**src/printer_panel_pkg.sv**
```systemverilog
// Constants and types for the printer panel control block
// Assumes a 40 MHz clock and AXI4-Lite register access
package printer_panel_pkg;

  // ----------------------------------------
  // Register offsets
  // ----------------------------------------
  localparam logic [7:0] CTRL_OFFSET = 8'h00;
  localparam logic [7:0] STATUS_OFFSET = 8'h04;
  localparam logic [7:0] IRQ_STATUS_OFFSET = 8'h08;
  localparam logic [7:0] IRQ_ENABLE_OFFSET = 8'h0C;
  localparam logic [7:0] IRQ_CLEAR_OFFSET = 8'h10;
  localparam logic [7:0] DATA_OFFSET = 8'h14;

  // ----------------------------------------
  // Field positions and reset values
  // ----------------------------------------
  localparam int CTRL_ROW_END_BIT = 0;
  localparam int CTRL_TEST_DONE_BIT = 1;
  localparam int CTRL_PAPER_OUT_BIT = 2;
  localparam int CTRL_BUSY_BIT = 3;
  localparam logic [3:0] CTRL_RESET = 4'h0;
  localparam int IRQ_WIDTH = 4;
  localparam int IRQ_BYTE_BIT = 0;
  localparam int IRQ_OFFLINE_BIT = 1;
  localparam int IRQ_TEST_BIT = 2;
  localparam int IRQ_FEED_BIT = 3;
  localparam logic [3:0] IRQ_RESET = 4'h0;

  // ----------------------------------------
  // Types
  // ----------------------------------------
  typedef enum logic [1:0] {LED_OFF, LED_RED, LED_GREEN, LED_YELLOW} led_colour_t;
  typedef enum {ST_POWERUP, ST_ONLINE, ST_PAUSING, ST_OFFLINE, ST_SELFTEST} panel_state_t;

endpackage : printer_panel_pkg

```
**src/printer_front_panel_control.sv**
```systemverilog
// Operating-state control of the panel printer: keys, indicator, straps, parallel data intake
// Assumes keys and straps are raw pins; print engine reports row end and busy over the bus
//
// Notes on behaviour
// - Indicator: red, green, yellow, or dark
// - Online after power-up and after self-test
// - Idle toggle key flips online/offline
// - Offline refuses host print data
// - Toggle while printing: finish row, offline
// - Toggle held at power-up: hex listing
// - Offline feed key starts/stops feed
// - Toggle key also stops paper feed
// - Offline, feed held plus toggle enters self-test, unless offline was reached through a row-end pause
// - Self-test prints every valid character
// - Self-test ends when done or toggled
// - Straps: command set, mode, direction
// - Font strap picks 12x12 or 15x16
// - Bytes taken on 8-bit parallel port
`timescale 1ns/1ps
module printer_front_panel_control
  import printer_panel_pkg::*;
#(
  parameter int DATA_WIDTH = 8
)
(
  // Clock and reset
  input wire logic clk,
  input wire logic sys_rst,
  // Front panel keys and indicator
  input wire logic toggleKeyPin,
  input wire logic feed_key,
  output printer_panel_pkg::led_colour_t ledColour,
  // Straps, low when open
  input wire logic command_set_strap,
  input wire logic character_mode_strap,
  input wire logic direction_strap,
  input wire logic font_strap,
  // Parallel port from host
  input wire logic [DATA_WIDTH-1:0] portData,
  input wire logic portStrobe,
  output logic portReady,
  // Mode outputs to print engine
  output logic hex_listing_mode,
  output logic control_sequence_set,
  output logic doubleByteMode,
  output logic normalDirection,
  output logic largeFont,
  output logic feedActive,
  output logic selfTestActive,
  output logic [DATA_WIDTH-1:0] printByte,
  output logic printByteValid,
  output logic irq,
  // AXI4-Lite slave
  input wire logic [7:0] s_axi_awaddr,
  input wire logic s_axi_awvalid,
  output logic s_axi_awready,
  input wire logic [31:0] s_axi_wdata,
  input wire logic [3:0] s_axi_wstrb,
  input wire logic s_axi_wvalid,
  output logic s_axi_wready,
  output logic [1:0] s_axi_bresp,
  output logic s_axi_bvalid,
  input wire logic s_axi_bready,
  input wire logic [7:0] s_axi_araddr,
  input wire logic s_axi_arvalid,
  output logic s_axi_arready,
  output logic [31:0] s_axi_rdata,
  output logic [1:0] s_axi_rresp,
  output logic s_axi_rvalid,
  input wire logic s_axi_rready
);
  import printer_panel_pkg::*;

  // ----------------------------------------
  // Pin synchronisers
  // ----------------------------------------
  logic [5:0] syncA_q;
  logic [5:0] syncB_q;
  logic [DATA_WIDTH-1:0] dataA_q;
  logic [DATA_WIDTH-1:0] dataB_q;
  logic [1:0] strobeSync_q;
  logic toggleLast_q;
  logic feedLast_q;
  logic strobeLast_q;
  wire [5:0] rawPins = {font_strap, direction_strap, character_mode_strap, command_set_strap,
                        feed_key, toggleKeyPin};
  // Kept out of reset so keys and straps are through both stages when power-up captures them
  always_ff @(posedge clk)
  begin
    syncA_q <= rawPins;
    syncB_q <= syncA_q;
    dataA_q <= portData;
    dataB_q <= dataA_q;
  end
  always_ff @(posedge clk or posedge sys_rst)
    if (sys_rst)
    begin
      strobeSync_q <= '0;
      toggleLast_q <= 1'b0;
      feedLast_q <= 1'b0;
      strobeLast_q <= 1'b0;
    end
    else
    begin
      strobeSync_q <= {strobeSync_q[0], portStrobe};
      toggleLast_q <= syncB_q[0];
      feedLast_q <= syncB_q[1];
      strobeLast_q <= strobeSync_q[1];
    end
  wire toggleHeld = syncB_q[0];
  wire feedHeld = syncB_q[1];
  wire togglePress = syncB_q[0] & ~toggleLast_q;
  wire feedPress = syncB_q[1] & ~feedLast_q;
  wire strobeRise = strobeSync_q[1] & ~strobeLast_q;

  // ----------------------------------------
  // Control registers
  // ----------------------------------------
  logic [3:0] ctrl_q;
  logic [IRQ_WIDTH-1:0] irqStatus_q;
  logic [IRQ_WIDTH-1:0] irqEnable_q;
  wire rowEnd = ctrl_q[CTRL_ROW_END_BIT];
  wire testDone = ctrl_q[CTRL_TEST_DONE_BIT];
  wire paperOut = ctrl_q[CTRL_PAPER_OUT_BIT];
  wire engineBusy = ctrl_q[CTRL_BUSY_BIT];

  // ----------------------------------------
  // Operating state
  // ----------------------------------------
  panel_state_t state_q;
  panel_state_t state_d;
  logic feed_q;
  logic feed_d;
  logic hex_q;
  logic [4:0] strap_q;
  logic pausedByKey_q;
  logic pausedByKey_d;

  // Row and test-done pulses come from software, so they are cleared after one cycle
  always_comb
  begin
    state_d = state_q;
    pausedByKey_d = pausedByKey_q;
    unique case (state_q)
      // Straps and hex listing settle one cycle after release
      // online at power-up
      ST_POWERUP: state_d = ST_ONLINE;
      ST_ONLINE:
        if (togglePress)
        begin
          if (engineBusy)
            state_d = ST_PAUSING;
          else
            state_d = ST_OFFLINE;
        end
      ST_PAUSING:
        if (rowEnd)
        begin
          state_d = ST_OFFLINE;
          pausedByKey_d = 1'b1;
        end
      ST_OFFLINE:
        if (togglePress)
        begin
          pausedByKey_d = 1'b0;
          if (feedHeld && !pausedByKey_q)
            state_d = ST_SELFTEST;
          else
            state_d = ST_ONLINE;
        end
      ST_SELFTEST:
        if (testDone || togglePress)
          state_d = ST_ONLINE;
    endcase
  end

  always_comb
  begin
    feed_d = feed_q;
    if (togglePress)
      feed_d = 1'b0;
    else if (feedPress && state_q == ST_OFFLINE)
      feed_d = ~feed_q;
  end

  always_ff @(posedge clk or posedge sys_rst)
    if (sys_rst)
    begin
      state_q <= ST_POWERUP;
      feed_q <= 1'b0;
      pausedByKey_q <= 1'b0;
    end
    else
    begin
      state_q <= state_d;
      feed_q <= feed_d;
      pausedByKey_q <= pausedByKey_d;
    end

  // Straps are static, captured once after power-up
  // hex listing latched at power-up
  always_ff @(posedge clk or posedge sys_rst)
    if (sys_rst)
    begin
      hex_q <= 1'b0;
      strap_q <= '0;
    end
    else if (state_q == ST_POWERUP)
    begin
      hex_q <= toggleHeld;
      strap_q <= {feedHeld, syncB_q[5:2]};
    end

  assign hex_listing_mode = hex_q;
  assign control_sequence_set = ~strap_q[0];
  assign doubleByteMode = strap_q[1];
  assign normalDirection = strap_q[2];
  assign largeFont = strap_q[3];
  assign feedActive = feed_q;
  assign selfTestActive = (state_q == ST_SELFTEST);

  // ----------------------------------------
  // Indicator and parallel port
  // ----------------------------------------
  wire isOnline = (state_q == ST_ONLINE);
  wire isOffline = (state_q == ST_OFFLINE);
  always_ff @(posedge clk or posedge sys_rst)
    if (sys_rst)
      ledColour <= LED_OFF;
    else if (isOnline && !engineBusy)
      ledColour <= paperOut ? LED_YELLOW : LED_GREEN;
    else if (isOffline && paperOut)
      ledColour <= LED_RED;
    else
      ledColour <= LED_OFF;

  assign portReady = isOnline && !engineBusy;
  wire byteTaken = strobeRise && portReady;
  logic [DATA_WIDTH-1:0] printByte_q;
  logic printByteValid_q;
  always_ff @(posedge clk or posedge sys_rst)
    if (sys_rst)
    begin
      printByte_q <= '0;
      printByteValid_q <= 1'b0;
    end
    else
    begin
      printByteValid_q <= byteTaken;
      if (byteTaken)
        printByte_q <= dataB_q;
    end
  assign printByte = printByte_q;
  assign printByteValid = printByteValid_q;

  // ----------------------------------------
  // Interrupts
  // ----------------------------------------
  logic leftOnline_q;
  wire [IRQ_WIDTH-1:0] irqEvents = {feedPress && isOffline,
                                    selfTestActive && state_d == ST_ONLINE,
                                    isOffline && !leftOnline_q,
                                    byteTaken};

  // ----------------------------------------
  // AXI4-Lite slave
  // ----------------------------------------
  logic awHeld_q;
  logic wHeld_q;
  logic [7:0] awAddr_q;
  logic [31:0] wData_q;
  logic [3:0] wStrb_q;
  logic bvalid_q;
  logic rvalid_q;
  logic [31:0] rdata_q;
  logic [1:0] rresp_q;
  logic [1:0] bresp_q;
  assign s_axi_awready = !awHeld_q && !bvalid_q;
  assign s_axi_wready = !wHeld_q && !bvalid_q;
  assign s_axi_arready = !rvalid_q;
  wire doWrite = awHeld_q && wHeld_q && !bvalid_q;
  wire wrCtrl = doWrite && awAddr_q == CTRL_OFFSET;
  wire wrEnable = doWrite && awAddr_q == IRQ_ENABLE_OFFSET;
  wire wrClear = doWrite && awAddr_q == IRQ_CLEAR_OFFSET;
  wire wrKnown = wrCtrl || wrEnable || wrClear;
  wire [IRQ_WIDTH-1:0] clearBits = wrClear ? wData_q[IRQ_WIDTH-1:0] : '0;
  wire [31:0] statusWord = {17'h0_0000, 8'(printByte_q), 5'(state_q), feed_q, hex_q};
  wire rdKnown = s_axi_araddr == CTRL_OFFSET || s_axi_araddr == STATUS_OFFSET ||
                 s_axi_araddr == IRQ_STATUS_OFFSET || s_axi_araddr == IRQ_ENABLE_OFFSET ||
                 s_axi_araddr == IRQ_CLEAR_OFFSET || s_axi_araddr == DATA_OFFSET;
  wire [31:0] rdWord = s_axi_araddr == CTRL_OFFSET ? {28'h000_0000, ctrl_q} :
                       s_axi_araddr == STATUS_OFFSET ? statusWord :
                       s_axi_araddr == IRQ_STATUS_OFFSET ? {28'h000_0000, irqStatus_q} :
                       s_axi_araddr == IRQ_ENABLE_OFFSET ? {28'h000_0000, irqEnable_q} :
                       s_axi_araddr == DATA_OFFSET ? {24'h00_0000, 8'(printByte_q)} :
                       32'h0000_0000;

  always_ff @(posedge clk or posedge sys_rst)
    if (sys_rst)
    begin
      awHeld_q <= 1'b0;
      wHeld_q <= 1'b0;
      awAddr_q <= '0;
      wData_q <= '0;
      wStrb_q <= '0;
      bvalid_q <= 1'b0;
      bresp_q <= 2'b00;
    end
    else
    begin
      if (s_axi_awvalid && s_axi_awready)
      begin
        awHeld_q <= 1'b1;
        awAddr_q <= s_axi_awaddr;
      end
      if (s_axi_wvalid && s_axi_wready)
      begin
        wHeld_q <= 1'b1;
        wData_q <= s_axi_wdata;
        wStrb_q <= s_axi_wstrb;
      end
      if (doWrite)
      begin
        awHeld_q <= 1'b0;
        wHeld_q <= 1'b0;
        bvalid_q <= 1'b1;
        bresp_q <= wrKnown ? 2'b00 : 2'b10;
      end
      else if (bvalid_q && s_axi_bready)
        bvalid_q <= 1'b0;
    end

  always_ff @(posedge clk or posedge sys_rst)
    if (sys_rst)
    begin
      rvalid_q <= 1'b0;
      rdata_q <= '0;
      rresp_q <= 2'b00;
    end
    else if (s_axi_arvalid && s_axi_arready)
    begin
      rvalid_q <= 1'b1;
      rdata_q <= rdWord;
      rresp_q <= rdKnown ? 2'b00 : 2'b10;
    end
    else if (rvalid_q && s_axi_rready)
      rvalid_q <= 1'b0;

  assign s_axi_bvalid = bvalid_q;
  assign s_axi_bresp = bresp_q;
  assign s_axi_rvalid = rvalid_q;
  assign s_axi_rdata = rdata_q;
  assign s_axi_rresp = rresp_q;

  // Pulse bits self-clear; paper and busy are levels held by software
  always_ff @(posedge clk or posedge sys_rst)
    if (sys_rst)
    begin
      ctrl_q <= CTRL_RESET;
      irqEnable_q <= IRQ_RESET;
      irqStatus_q <= IRQ_RESET;
      leftOnline_q <= 1'b0;
    end
    else
    begin
      leftOnline_q <= isOffline;
      if (wrCtrl && wStrb_q[0])
        ctrl_q <= wData_q[3:0];
      else
        ctrl_q <= ctrl_q & 4'b1100;
      if (wrEnable && wStrb_q[0])
        irqEnable_q <= wData_q[IRQ_WIDTH-1:0];
      // Set wins over a clear in the same cycle
      irqStatus_q <= (irqStatus_q & ~clearBits) | irqEvents;
    end
  assign irq = |(irqStatus_q & irqEnable_q);

  // ----------------------------------------
  // Assertions
  // ----------------------------------------
  a_led_green_online: assert property (@(posedge clk) disable iff (sys_rst)
    $past(isOnline && !engineBusy && !paperOut) |-> ledColour == LED_GREEN)
    else $error("Indicator not green while online");
  a_led_red_offline: assert property (@(posedge clk) disable iff (sys_rst)
    $past(isOffline && paperOut) |-> ledColour == LED_RED)
    else $error("Indicator not red offline without paper");
  a_powerup_goes_online: assert property (@(posedge clk) disable iff (sys_rst)
    state_q == ST_POWERUP |=> state_q == ST_ONLINE)
    else $error("Did not go online after power-up");
  a_toggle_goes_offline: assert property (@(posedge clk) disable iff (sys_rst)
    isOnline && togglePress && !engineBusy |=> isOffline)
    else $error("Idle toggle did not go offline");
  a_offline_refuses_data: assert property (@(posedge clk) disable iff (sys_rst)
    isOffline |=> !printByteValid)
    else $error("Byte taken while offline");
  a_pause_until_row: assert property (@(posedge clk) disable iff (sys_rst)
    state_q == ST_PAUSING && !rowEnd |=> state_q == ST_PAUSING)
    else $error("Left pause before row end");
  a_feed_toggle_stop: assert property (@(posedge clk) disable iff (sys_rst)
    togglePress |=> !feedActive)
    else $error("Feed kept running after toggle key");
  a_selftest_exit_key: assert property (@(posedge clk) disable iff (sys_rst)
    selfTestActive && togglePress |=> isOnline)
    else $error("Self-test did not end on toggle");
  a_ready_not_offline: assert property (@(posedge clk) disable iff (sys_rst)
    portReady |-> isOnline && !engineBusy)
    else $error("Port ready while not accepting");
  c_pause_row: cover property (@(posedge clk) disable iff (sys_rst)
    state_q == ST_PAUSING ##[1:20] isOffline);
  c_selftest_run: cover property (@(posedge clk) disable iff (sys_rst)
    selfTestActive ##[1:50] isOnline);
  c_feed_on: cover property (@(posedge clk) disable iff (sys_rst) $rose(feedActive));
  c_byte_in: cover property (@(posedge clk) disable iff (sys_rst) printByteValid);

endmodule : printer_front_panel_control

```
**config.mk**
```make
export PLATFORM = sky130hd
export DESIGN_NAME = printer_front_panel_control
export DESIGN_NICKNAME = d
export VERILOG_FILES = /design/src/printer_panel_pkg.sv /design/src/printer_front_panel_control.sv
export SDC_FILE = /design/constraint.sdc
export NUM_CORES = 1
export LEC_CHECK = 0
export ABC_AREA = 1
export BUFFER_PORTS_ARGS = -buffer_cell sky130_fd_sc_hd__buf_4
export CORE_MARGIN = 3
export CORE_UTILIZATION = 49
export CTS_BUF_LIST = sky130_fd_sc_hd__clkbuf_8
export DETAILED_ROUTE_END_ITERATION = 8
export GPL_TIMING_DRIVEN = 1
export PLACE_DENSITY = 0.86
export RECOVER_POWER = 100
export SYNTH_ARGS = -nofsm -noshare
export SYNTH_HDL_FRONTEND = slang
export SYNTH_SLANG_ARGS = --single-unit
```
**constraint.sdc**
```tcl
create_clock -name clk -period 3.2 [get_ports clk]
set_clock_uncertainty 0.05 [all_clocks]
set_input_delay 0.64 -clock clk [delete_from_list [all_inputs] [get_ports clk]]
set_output_delay 0.64 -clock clk [all_outputs]
set_load 0.02 [all_outputs]
```
Yosys cells after proc, flatten, opt, wreduce, memory -nomap -nowiden
Cells that the tools add are included.

word-level totals
  latch bits = 0
  memories = 0
  RAM bits = 0
  ROM bits = 0
  bits of input ports = 74
  word-level logic and storage cells = 140
  flip-flop bits (word level) = 149
  output and inout port bits = 61

operators by class
  add/sub/neg operators = 0
  div/mod/pow operators = 0
  multiplexer cells = 32
  eq/ne operators = 17
  shifts and indexed selects = 0
  bitwise operators = 12
  magnitude comparators = 0
  reduce and logical (&&, ||, !) cells = 48
  multiply operators = 0

operators by type and width
  operator               number
  $pmux W32 S5           1
  $eq A32 B2 Y1 const B  4
  $mux W32               4
  $eq A32 B3 Y1 const B  2
  $logic_not A32 Y1      2
  $eq A32 B1 Y1 const B  1
  $eq A32 B4 Y1 const B  1
  $mux W15               2
  $eq A8 B4 Y1 const B   3
  $eq A8 B5 Y1 const B   3
  $mux W8                3
  $logic_and A1 B1 Y1    21
  $logic_not A8 Y1       2
  $mux W1                15
  $reduce_bool A2 Y1     6
  $and A4 B4 Y4          2
  $eq A8 B3 Y1 const B   1
  $logic_or A1 B1 Y1     8
  $mux W2                4
  $logic_not A1 Y1       7
  $not A1 Y1             5
  $mux W4                1
  $ne A2 B2 Y1 const B   2
  $not A4 Y4             1
  6 further kinds        8

Longest topological paths before layout
Gate-level depths: netlist (run 1).

  depth in word-level cells = 8
  gate-level depth with buffers = 10
  mapped depth without buffers = 10

Worst setup path after synthesis (run 1)
No wires, ideal clock.

  kind = register -> output
  start = reg state_q[4]
  end = out portReady
  arrival time = 1.137 ns
  stages on the path, launching flop included = 9
  path slack = 1.373 ns
  path through = dfrtp_1 -> inv_1 -> nand2_1 -> nor2_4 -> nand2_1 -> nor2_2 -> nand2_2 -> nor2_4 -> buf_6

between the ends
  longest elaborated chain between the ends = 2

ends and longest elaborated chain
  what                      line                                RTL
  start: declaration        printer_front_panel_control.sv:130  panel_state_t state_q;
  start signal: assignment  printer_front_panel_control.sv:195  state_q <= state_d;
  $eq A32 B2 Y1             printer_front_panel_control.sv:225  wire isOnline = (state_q == ST_ONLINE);
  $logic_and A1 B1 Y1       printer_front_panel_control.sv:237  assign portReady = isOnline && !engineBusy;
  end: declaration          printer_front_panel_control.sv:41   output logic portReady,

No other way between the ends.

Final worst setup path (run 1)
  start = reg state_q[1]
  end = out portReady

The elaborated chain is that of the path after synthesis.

==> results.md, run 1 <==
- Number of global-route vias before repair: roughly 3600
- Min Tclk post-route: 2.80 ns
- Post-DR wirelength/cell: 13.3 µm
- Multiplexer area fraction after synthesis: 1.39%
- DIE HEIGHT: 106 µm
- R2R depth: 10
- CTS root buf: clkbuf_8
- Yosys warns: 0
- CP Launch Type: flop
- RSZ-0062 raised after global routing: false
- GR Overflow Total: 0
- Worst Hold Class: reg2reg
- Syn Area/Cell: 9.77 µm²
- Hold path endpoint: dataB_q[7]
- DP HPWL: between 7000 and 8000 µm
- Clock-pin slew on the worst setup and hold paths: ~0.070 ns
- Post-synthesis sequential area ratio: roughly 64%
- Worst-Skew Late Latency: 0.42 ns
- Worst r2r src: state_q[1]
- Max VDD drop: 0.439 mV
- Post-Synth Adder-Cell Area: 0%
- WP data required: 2.51 ns
- Post-cts resize count: 0
- Hold Vio Cnt, Final: 0
- Pin count of the biggest net entering global routing: 81
- Total Wirelength: ~10000 µm
- CP arrival: about 2.1 ns
- CTS tree: built
- Synthesis-stage register bit count: 130
- Critical Path End Type: primary output
- DIE AREA: 0.0112 mm²
- TritonCTS buffer count: 17
- Tot GR Track Use: 19.1%
- Worst Hold Depth: 0
- Max FO, Critical Path: 12
- Final TNS setup: 0 ns
- Synth top area share: 52.3%
- Gate Count Post-Synth: 499
- Hold-fix buffers, CTS: 0
- Initial antenna violation count: 0
- Placer Congestion: 0.868
- Pleak: 2.97 nW
- Post-Syn Area: 0.00488 mm²
- Core Footprint: 0.00946 mm²
- Period utilization: 87.4%
- Commonest cells post-synth: dfrtp_1, nand2_1, inv_1
- Layout area overhead: 21.2%
- Largest family of logic cells by synthesized area: simple AND/OR/NAND/NOR gates
- Fin util: 62.5%
- Total number of vias: 3755
- Post-CTS setup buffer count: 0
- Max cap viols: 0
- Hold Crit Start: dataA_q[7]
- Via-per-instance ratio: 4.90
- Status: finished clean
- Xor/xnor cell area share of the yosys netlist: 0%
- Post-synth EDFFs: 0
- Core Rows: 35
- Cell taking the most area after synthesis: dfrtp_1
- Max Transition Viols Final: 0
- Bufs on Longest Clock Path: 2
- Ys async rst share: between 70% and 80%
- Yosys cell types: 29
- Antenna-violating nets left: 0
- Max Clk Rate: 357 MHz
- Num ports: approximately 140
- Antenna fix cells: 0
- Die span in x: 106 µm
- Setup violators final: 0
- CTS H-tree depth: 4
- First-pass GRT wire length: 16800 µm
- Worst-Margin Slew: 1.01 ns
- Input/output buffers: 84
- Fillcell total: 776
- Pwr per Cell Area: 629 mW/mm²
- Clock sink total: 130
- Initial drt markers: slightly above 300
- Main area contributors after synthesis: dfrtp_1, dfxtp_1, nand2_1
- WS Path Type: reg2out
- R2R Setup Slk: 1.07 ns
- Layout cells sized above 1: around an eighth
- Compound-Gate Fraction of Synth Area: 7.05%
- Reg-to-Reg End: printByte[0]
- Simple-Gate Fraction of Synth Area: 18.7%
- DR pass1 iterations: 6
- Fin nets: 698
- Worst slew margin: 32.2%
- Drt drc: 0
- Initial Utilization: 51.6%
- Main flop type after synthesis: dfrtp_1
registers in the layout (all words and copies together) (netlist names), 2 cells and up:
| register | flops |
|---|---|
| syncA_q | 6 |
| ledColour | 2 |
| awAddr_q | 8 |
| syncB_q | 6 |
| strobeSync_q | 2 |
| printByte | 8 |
| strap_q | 4 |
| s_axi_rdata | 15 |
| ctrl_q | 4 |
| wData_q | 4 |
| state_q | 32 |
| dataB_q | 8 |
| dataA_q | 8 |
| irqStatus_q | 4 |
| irqEnable_q | 4 |
metrics by stage:
stage / power [W] / setup WS (ns) / std cells / cell area (µm²) / hold slack (ns)
global placement: 0.00233 / 1.07 / 734 / 5690 / 0.260
finish: 0.00372 / 0.402 / 766 / 5910 / 0.280
detailed placement: 0.00236 / 1.01 / 734 / 5690 / 0.265
CTS: 0.00377 / 0.533 / 766 / 6100 / 0.203
floorplan: 0.00221 / 1.29 / 546 / 5060 / 0.260
global route: 0.00390 / 0.257 / 766 / 5910 / 0.264
kinds of logic after synthesis:
kind of cell           Yosys count
and+or+nand+nor                207
DFF                            130
AOI/OAI and AO/OA               63
buffers and inverters           92
muxes                            6
other                            1
critical path: stages (launching register included):
cell,delay [ns]
dfrtp_1,0.46
inv_1,0.10
nand2_1,0.05
nor2_1,0.10
nand2_1,0.06
nor2_1,0.18
nand2_1,0.16
nor2_4,0.30
clkbuf_1,0.27
final cells by class:
class                           count  area [µm²]  share of cell area, %
Clock buffer                       20         275                   4.66
Clock inverter                     12         140                   2.37
Inverter                           65         245                   4.15
Multi-Input combinational cell    324        1480                   25.0
Sequential cell                   130        3110                   52.7
Tap cell                          129         161                   2.73
Timing Repair Buffer               86         497                   8.40
where the power goes:
group	switching [W]	internal (W)	leakage (nW)
Sequential	0.0000732	0.00179	1.53
Clock	0.000593	0.000824	0.223
Combinational	0.000285	0.000151	1.22
worst max-delay path by stage:
| stage | cells past startpoint | to | from | slack, ns |
|---|---|---|---|---|
| after floorplan | 1 | awAddr_q[0] | sys_rst | 1.29 |
| after global placement | 8 | portReady | state_q[4] | 1.07 |
| after detailed placement | 8 | portReady | state_q[4] | 1.01 |
| after CTS | 8 | portReady | state_q[4] | 0.53 |
| after global routing | 8 | portReady | state_q[1] | 0.26 |
| final | 8 | portReady | state_q[1] | 0.40 |
placed cells by master (no fill, tap or decap):
| cell type | instances |
|---|---|
| inv_4 | 2 |
| clkbuf_4 | 17 |
| clkbuf_1 | 43 |
| nor2_2 | 1 |
| clkbuf_8 | 20 |
| bufinv_16 | 3 |
| dfrtp_1 | 102 |
| clkinvlp_4 | 1 |
| o21ai_1 | 2 |
| dfxtp_1 | 28 |
| a21oi_1 | 12 |
| mux2_2 | 6 |
| o211ai_1 | 1 |
| clkinvlp_2 | 1 |
| nand3_1 | 20 |
| nand4_1 | 14 |
| clkinv_4 | 1 |
| nor3_4 | 1 |
| nor2_1 | 56 |
| nand2_1 | 105 |
| conb_1 | 48 |
| nor2_4 | 3 |
| buf_12 | 1 |
| o22ai_1 | 1 |
| o21ai_0 | 38 |
| inv_1 | 67 |
| a41oi_1 | 1 |
| buf_4 | 25 |
| nor3_1 | 5 |
| clkinv_2 | 2 |
| o31ai_1 | 7 |
| nand3b_1 | 2 |
| a22o_1 | 1 |
layer usage:
layer | part of all wire (%) | GRT usage, % | vias to the layer above
li1 | - | - | 1772
met2 | 52 | 33.8 | 177
met1 | 38 | 21.6 | 1774
met4 | 3.1 | 8.05 | 0
met5 | 0 | 0 | -
met3 | 7.2 | 5.21 | 32
Power figures use the tool's default switching activity.
==> run 2: changes to the inputs <==
Settings changed: BUFFER_PORTS_ARGS -buffer_cell sky130_fd_sc_hd__buf_4 to -buffer_cell sky130_fd_sc_hd__buf_2.
==> run 2 against run 1 <==
  * Wire length shrank 3.1%
  * Via count shrank 1.1%
  * Maximum frequency up 0.74%
  * Largest power group unchanged
  * Cell count did not move
  * Count of clock-buffer cells in the layout is 3 lower
  * Register-to-register slack better by 0.04 ns
  * Clock power about the same
  * Worst hold slack got worse by 0.018 ns
  * Sequential share of layout area is 1.1 points higher
  * Design area decreased by 2.1%
==> results.md, run 2 (same netlist as run 1, synthesis figures left out) <==
- Max VDD drop: 0.511 mV
- CP Launch Type: flop
- Max Clk Rate: 360 MHz
- Worst-Skew Late Latency: roughly 0.43 ns
- Via-per-instance ratio: 4.85
- Antenna-violating nets left: 0
- Post-placement worst setup slack: 0.989 ns
- Bufs on Longest Clock Path: 2
- GR Overflow Total: 0
- Pleak: 2.93 nW
- Initial drt markers: 251
- Layout cells sized above 1: 13.7%
- Worst Hold Depth: 1
- Max Transition Viols Final: 0
- CTS tree: built
- Worst path slowest cell: dfrtp_1
- Biggest register: state_q
- Delay of the slowest cell on the worst path: 0.43 ns
- Input/output buffers: 84
- CTS H-tree depth: 4
- Worst Hold Class: in2reg
- Crit path to: portReady
- Clock sink total: 130
- Post-cts resize count: 0
- Worst path cell trace: inv_1, nand2_1, nor2_1, nand2_1, nor2_1, nand2_1, nor2_4, clkbuf_1
- Initial antenna violation count: 0
- Setup slack after layout: 0.422 ns
- R2R Setup Slk: 1.11 ns
- Layout area overhead: 18.7%
- DIE AREA: 0.0112 mm²
- Antenna fix cells: 0
- Total Wirelength: 9890 µm
- DIE HEIGHT: 106 µm
- Worst-Margin Slew: approximately 1.4 ns
- Status: finished clean
- WP data required: between 2 and 3 ns
- Largest register FFs: 32
- Post-DR wirelength/cell: about 13 µm
- R2R depth: 10
- DP HPWL: 7080 µm
- Most used cell, CP: nand2_1
- Core Footprint: 0.00946 mm²
- Total number of vias: 3713
- RSZ-0062 raised after global routing: false
- Finished Layout Cells: between 700 and 800
- CP arrival: 2.09 ns
- Drt drc: 0
- Hold-fix buffers, CTS: 0
- Min Tclk post-route: 2.78 ns
- CP startpoint: state_q[2]
- Number of global-route vias before repair: 3664
- Commonest non-fill, non-tap cell in the layout: nand2_1
- Setup violators final: 0
- Max FO, Critical Path: 12
- Post-CTS setup buffer count: 0
- Final TNS setup: 0 ns
- Core Rows: 35
- Fin util: 61.2%
- Worst slew margin: 8.93%
- Placer Congestion: 0.837
- CTS root buf: clkbuf_8
- Period utilization: 86.8%
- Clock-pin slew on the worst setup and hold paths: 0.07 ns
- Hold Vio Cnt, Final: 0
- Die span in x: 106 µm
- TritonCTS buffer count: 17
- Critical Path End Type: primary output
- First-pass GRT wire length: roughly 17000 µm
- Max cap viols: 0
- Pin count of the biggest net entering global routing: 73
- Pwr per Cell Area: approximately 630 mW/mm²
- Fin nets: roughly 700
- Worst r2r src: state_q[2]
- Commonest cells after routing, fill and taps aside: nand2_1, dfrtp_1, inv_1
- Tot GR Track Use: 18.7%
- DR pass1 iterations: 7
- Dpl cells: approximately 730
- Num ports: ~140
- Initial Utilization: 51.6%
- WS Path Type: reg2out
- Reg-to-Reg End: printByte[3]
-- run 2: final cells by class --
class	instances	area (µm²)
fill	808	3670
tap	129	161
inverter	65	245
timing repair buffer	86	392
multi-input combinational	324	1480
clock inverter	15	164
sequential	130	3110
clock buffer	17	234
-- run 2: worst min path at each step --
| stage | to | startpoint | slack [ns] |
|---|---|---|---|
| after floorplan | dataB_q[0] | dataA_q[0] | 0.26 |
| after global placement | syncB_q[3] | syncA_q[3] | 0.26 |
| after detailed placement | dataB_q[5] | dataA_q[5] | 0.26 |
| after CTS | dataA_q[3] | portData[3] | 0.24 |
| after global routing | dataA_q[3] | portData[3] | 0.23 |
| final | dataA_q[5] | portData[5] | 0.26 |
-- run 2: where the power goes --
part	internal, W	switching (W)	total (W)
clock network	0.000765	0.000622	0.00139
logic	0.000138	0.000283	0.000421
registers	0.00179	0.0000753	0.00186
total	0.00269	0.000980	0.00367
-- run 2: worst max-delay path, delay by kind of cell, from the launching register on --
kind,cells,cell delay (ns)
buffers and inverters,2,0.34
DFF,1,0.43
and+or+nand+nor,6,0.90
-- run 2: metal layers --
| metal | global-route usage (%) | wire (µm) | vias up |
|---|---|---|---|
| li1 | - | - | 1770 |
| met1 | 21.2 | 3740 | 1747 |
| met2 | 32.1 | 5160 | 152 |
| met3 | 5.08 | 609 | 44 |
| met4 | 10.4 | 387 | 0 |
| met5 | 0 | 0 | - |
-- run 2: through the flow --
stage | hold slack (ns) | area [µm²] | power [W]
3_5_place_dp | 0.263 | 5480 | 0.00233
3_3_place_gp | 0.261 | 5480 | 0.00229
6_report | 0.262 | 5790 | 0.00367
5_1_grt | 0.231 | 5790 | 0.00385
2_1_floorplan | 0.260 | 5060 | 0.00221
4_1_cts | 0.243 | 5870 | 0.00371
==> run 3: changes to the inputs <==
Settings changed: CORE_ASPECT_RATIO set to 1.5, TNS_END_PERCENT set to 20.
==> run 3 against run 2 <==
  * Power up 1.1%
  * Maximum frequency up 2.3%
  * Register-to-register slack better by 0.08 ns
  * Utilization down 1.6 points
  * Cell count down 1.7%
  * Worst setup slack better by 0.063 ns
  * Non-clock buffer count up 1
  * Clock power about the same
  * Largest cell class unchanged
  * Largest power group unchanged
==> results.md, run 3 (same netlist as run 1, synthesis figures left out) <==
- Status: finished clean
- Worst path cell trace: inv_1, nand2_1, nor2_1, nand2_1, nor2_2, nand2_1, nor2_4, clkbuf_1
- Worst-Margin Slew: 1.16 ns
- CP Launch Type: flop
- Core Rows: 44
- Clock-pin slew on the worst setup and hold paths: 0.07 ns
- Antenna-violating nets left: 0
- Tot GR Track Use: a little under a fifth
- Max FO, Critical Path: 12
- Max Transition Viols Final: 0
- Post-CTS setup buffer count: 0
- Initial Utilization: between 50% and 60%
- Worst path slowest cell: dfrtp_1
- Min Tclk post-route: 2.71 ns
- Max Clk Rate: between 300 and 400 MHz
- GR Overflow Total: 0
- Fillcell total: around 800
- CTS root buf: clkbuf_8
- Fin nets: between 600 and 700
- DIE HEIGHT: 128 µm
- TritonCTS buffer count: 17
- DP HPWL: 7180 µm
- Worst Hold Class: in2reg
- CTS H-tree depth: 4
- CP top delay family: simple AND/OR/NAND/NOR gates
- Period utilization: ~85%
- Die span in x: just under 90 µm
- Number of global-route vias before repair: 3606
- Antenna fix cells: 0
- Pleak: 2.91 nW
- Placer Congestion: 0.838
- Hold-fix buffers, CTS: 0
- Worst slew margin: 22.3%
- Metal3 WL: 616 µm
- Max VDD drop: 0.405 mV
- Worst Path Buf+Inv: 2
- Most used cell, CP: nand2_1
- Num ports: 135
- Delay of the slowest cell on the worst path: 0.44 ns
- Initial drt markers: 278
- Critical Path End Type: primary output
- WP data required: 2.51 ns
- Largest register FFs: 32
- Max cap viols: 0
- Commonest non-fill, non-tap cell in the layout: nand2_1
- Drt drc: 0
- CTS tree: built
- M1 WL: 3680 µm
- Pin count of the biggest net entering global routing: 46
- Via-per-instance ratio: 4.84
- Bufs on Longest Clock Path: 2
- Post-cts resize count: 0
- Input/output buffers: 84
- Final TNS setup: 0 ns
- Worst-Skew Late Latency: 0.44 ns
- Routed length on met2: 5280 µm
- Setup violators final: 0
- Commonest cells after routing, fill and taps aside: nand2_1, dfrtp_1, inv_1
- Post-DR wirelength/cell: between 10 and 15 µm
- Fin util: 59.6%
- Layout area overhead: 18.5%
- Core Footprint: 0.00969 mm²
- R2R Setup Slk: 1.19 ns
- WS Path Type: reg2out
- Pwr per Cell Area: 643 mW/mm²
- First-pass GRT wire length: roughly 16000 µm
- Total number of vias: 3647
- Initial antenna violation count: 0
- Hold Vio Cnt, Final: 0
- CP arrival: 2.02 ns
- Biggest register: state_q
- RSZ-0062 raised after global routing: false
- DIE AREA: 0.0112 mm²
- Clock sink total: 130
- Layout cells sized above 1: 13.8%
- Max Used Layer: met4
- DR pass1 iterations: 5
- Total Wirelength: ~9900 µm
-- run 3: changes by cell type in the layout (fill, tap and decap cells not counted), sizes merged --
| cell | before | now |
|---|---|---|
| clkbuf | 60 | 64 |
| clkinvlp | 1 | 5 |
| inv | 69 | 66 |
| buf | 43 | 41 |
| clkinv | 7 | 5 |
-- run 3: layout make-up --
class / instances / area [µm²] / share of cell area [%]
Clock buffer: 18 / 248 / 4.29
Clock inverter: 14 / 165 / 2.86
Timing Repair Buffer: 87 / 380 / 6.58
Sequential cell: 130 / 3110 / 53.9
Tap cell: 115 / 144 / 2.49
Inverter: 65 / 245 / 4.24
Multi-Input combinational cell: 324 / 1480 / 25.7
-- run 3: worst register-to-register path: stages (launching register included) --
cell	delay (ns)
dfrtp_1	0.44
inv_1	0.08
nand2_1	0.09
nor2_1	0.10
nand2_1	0.07
nor2_2	0.12
nand2_1	0.14
nor2_4	0.27
nand2_1	0.31
nand2_1	0.15
nand2_1	0.07
-- run 3: path summary, 6_finish.rpt --
kind | startpoint | endpoint | cells after the start
worst max-delay path | state_q[2] | portReady | 8
worst min-delay path | character_mode_strap | syncA_q[3] | 1
worst max register to register | state_q[2] | printByte[7] | 10
worst min register to register | dataA_q[1] | dataB_q[1] | 0
max in group asynchronous | sys_rst | state_q[31] | 3
min in group asynchronous | sys_rst | state_q[21] | 2
-- run 3: metrics by stage --
stage | total power [W] | setup slack, ns | hold WS (ns) | std cells | area, µm²
5_1_grt | 0.00388 | 0.288 | 0.224 | 753 | 5780
6_report | 0.00371 | 0.486 | 0.242 | 753 | 5780
3_5_place_dp | 0.00234 | 1.05 | 0.262 | 721 | 5470
3_3_place_gp | 0.00230 | 1.09 | 0.261 | 721 | 5470
2_1_floorplan | 0.00221 | 1.29 | 0.260 | 546 | 5060
4_1_cts | 0.00375 | 0.554 | 0.204 | 753 | 5880
-- run 3: power breakdown --
part	total (W)	internal [W]	switching [W]
Sequential	0.00187	0.00179	0.0000766
Clock	0.00142	0.000786	0.000631
Combinational	0.000429	0.000136	0.000294
-- run 3: layer usage --
layer	up-vias	global-route usage, %
li1	1777	-
met1	1725	19.8
met2	116	33.3
met3	29	6.11
met4	0	10.6
met5	-	0
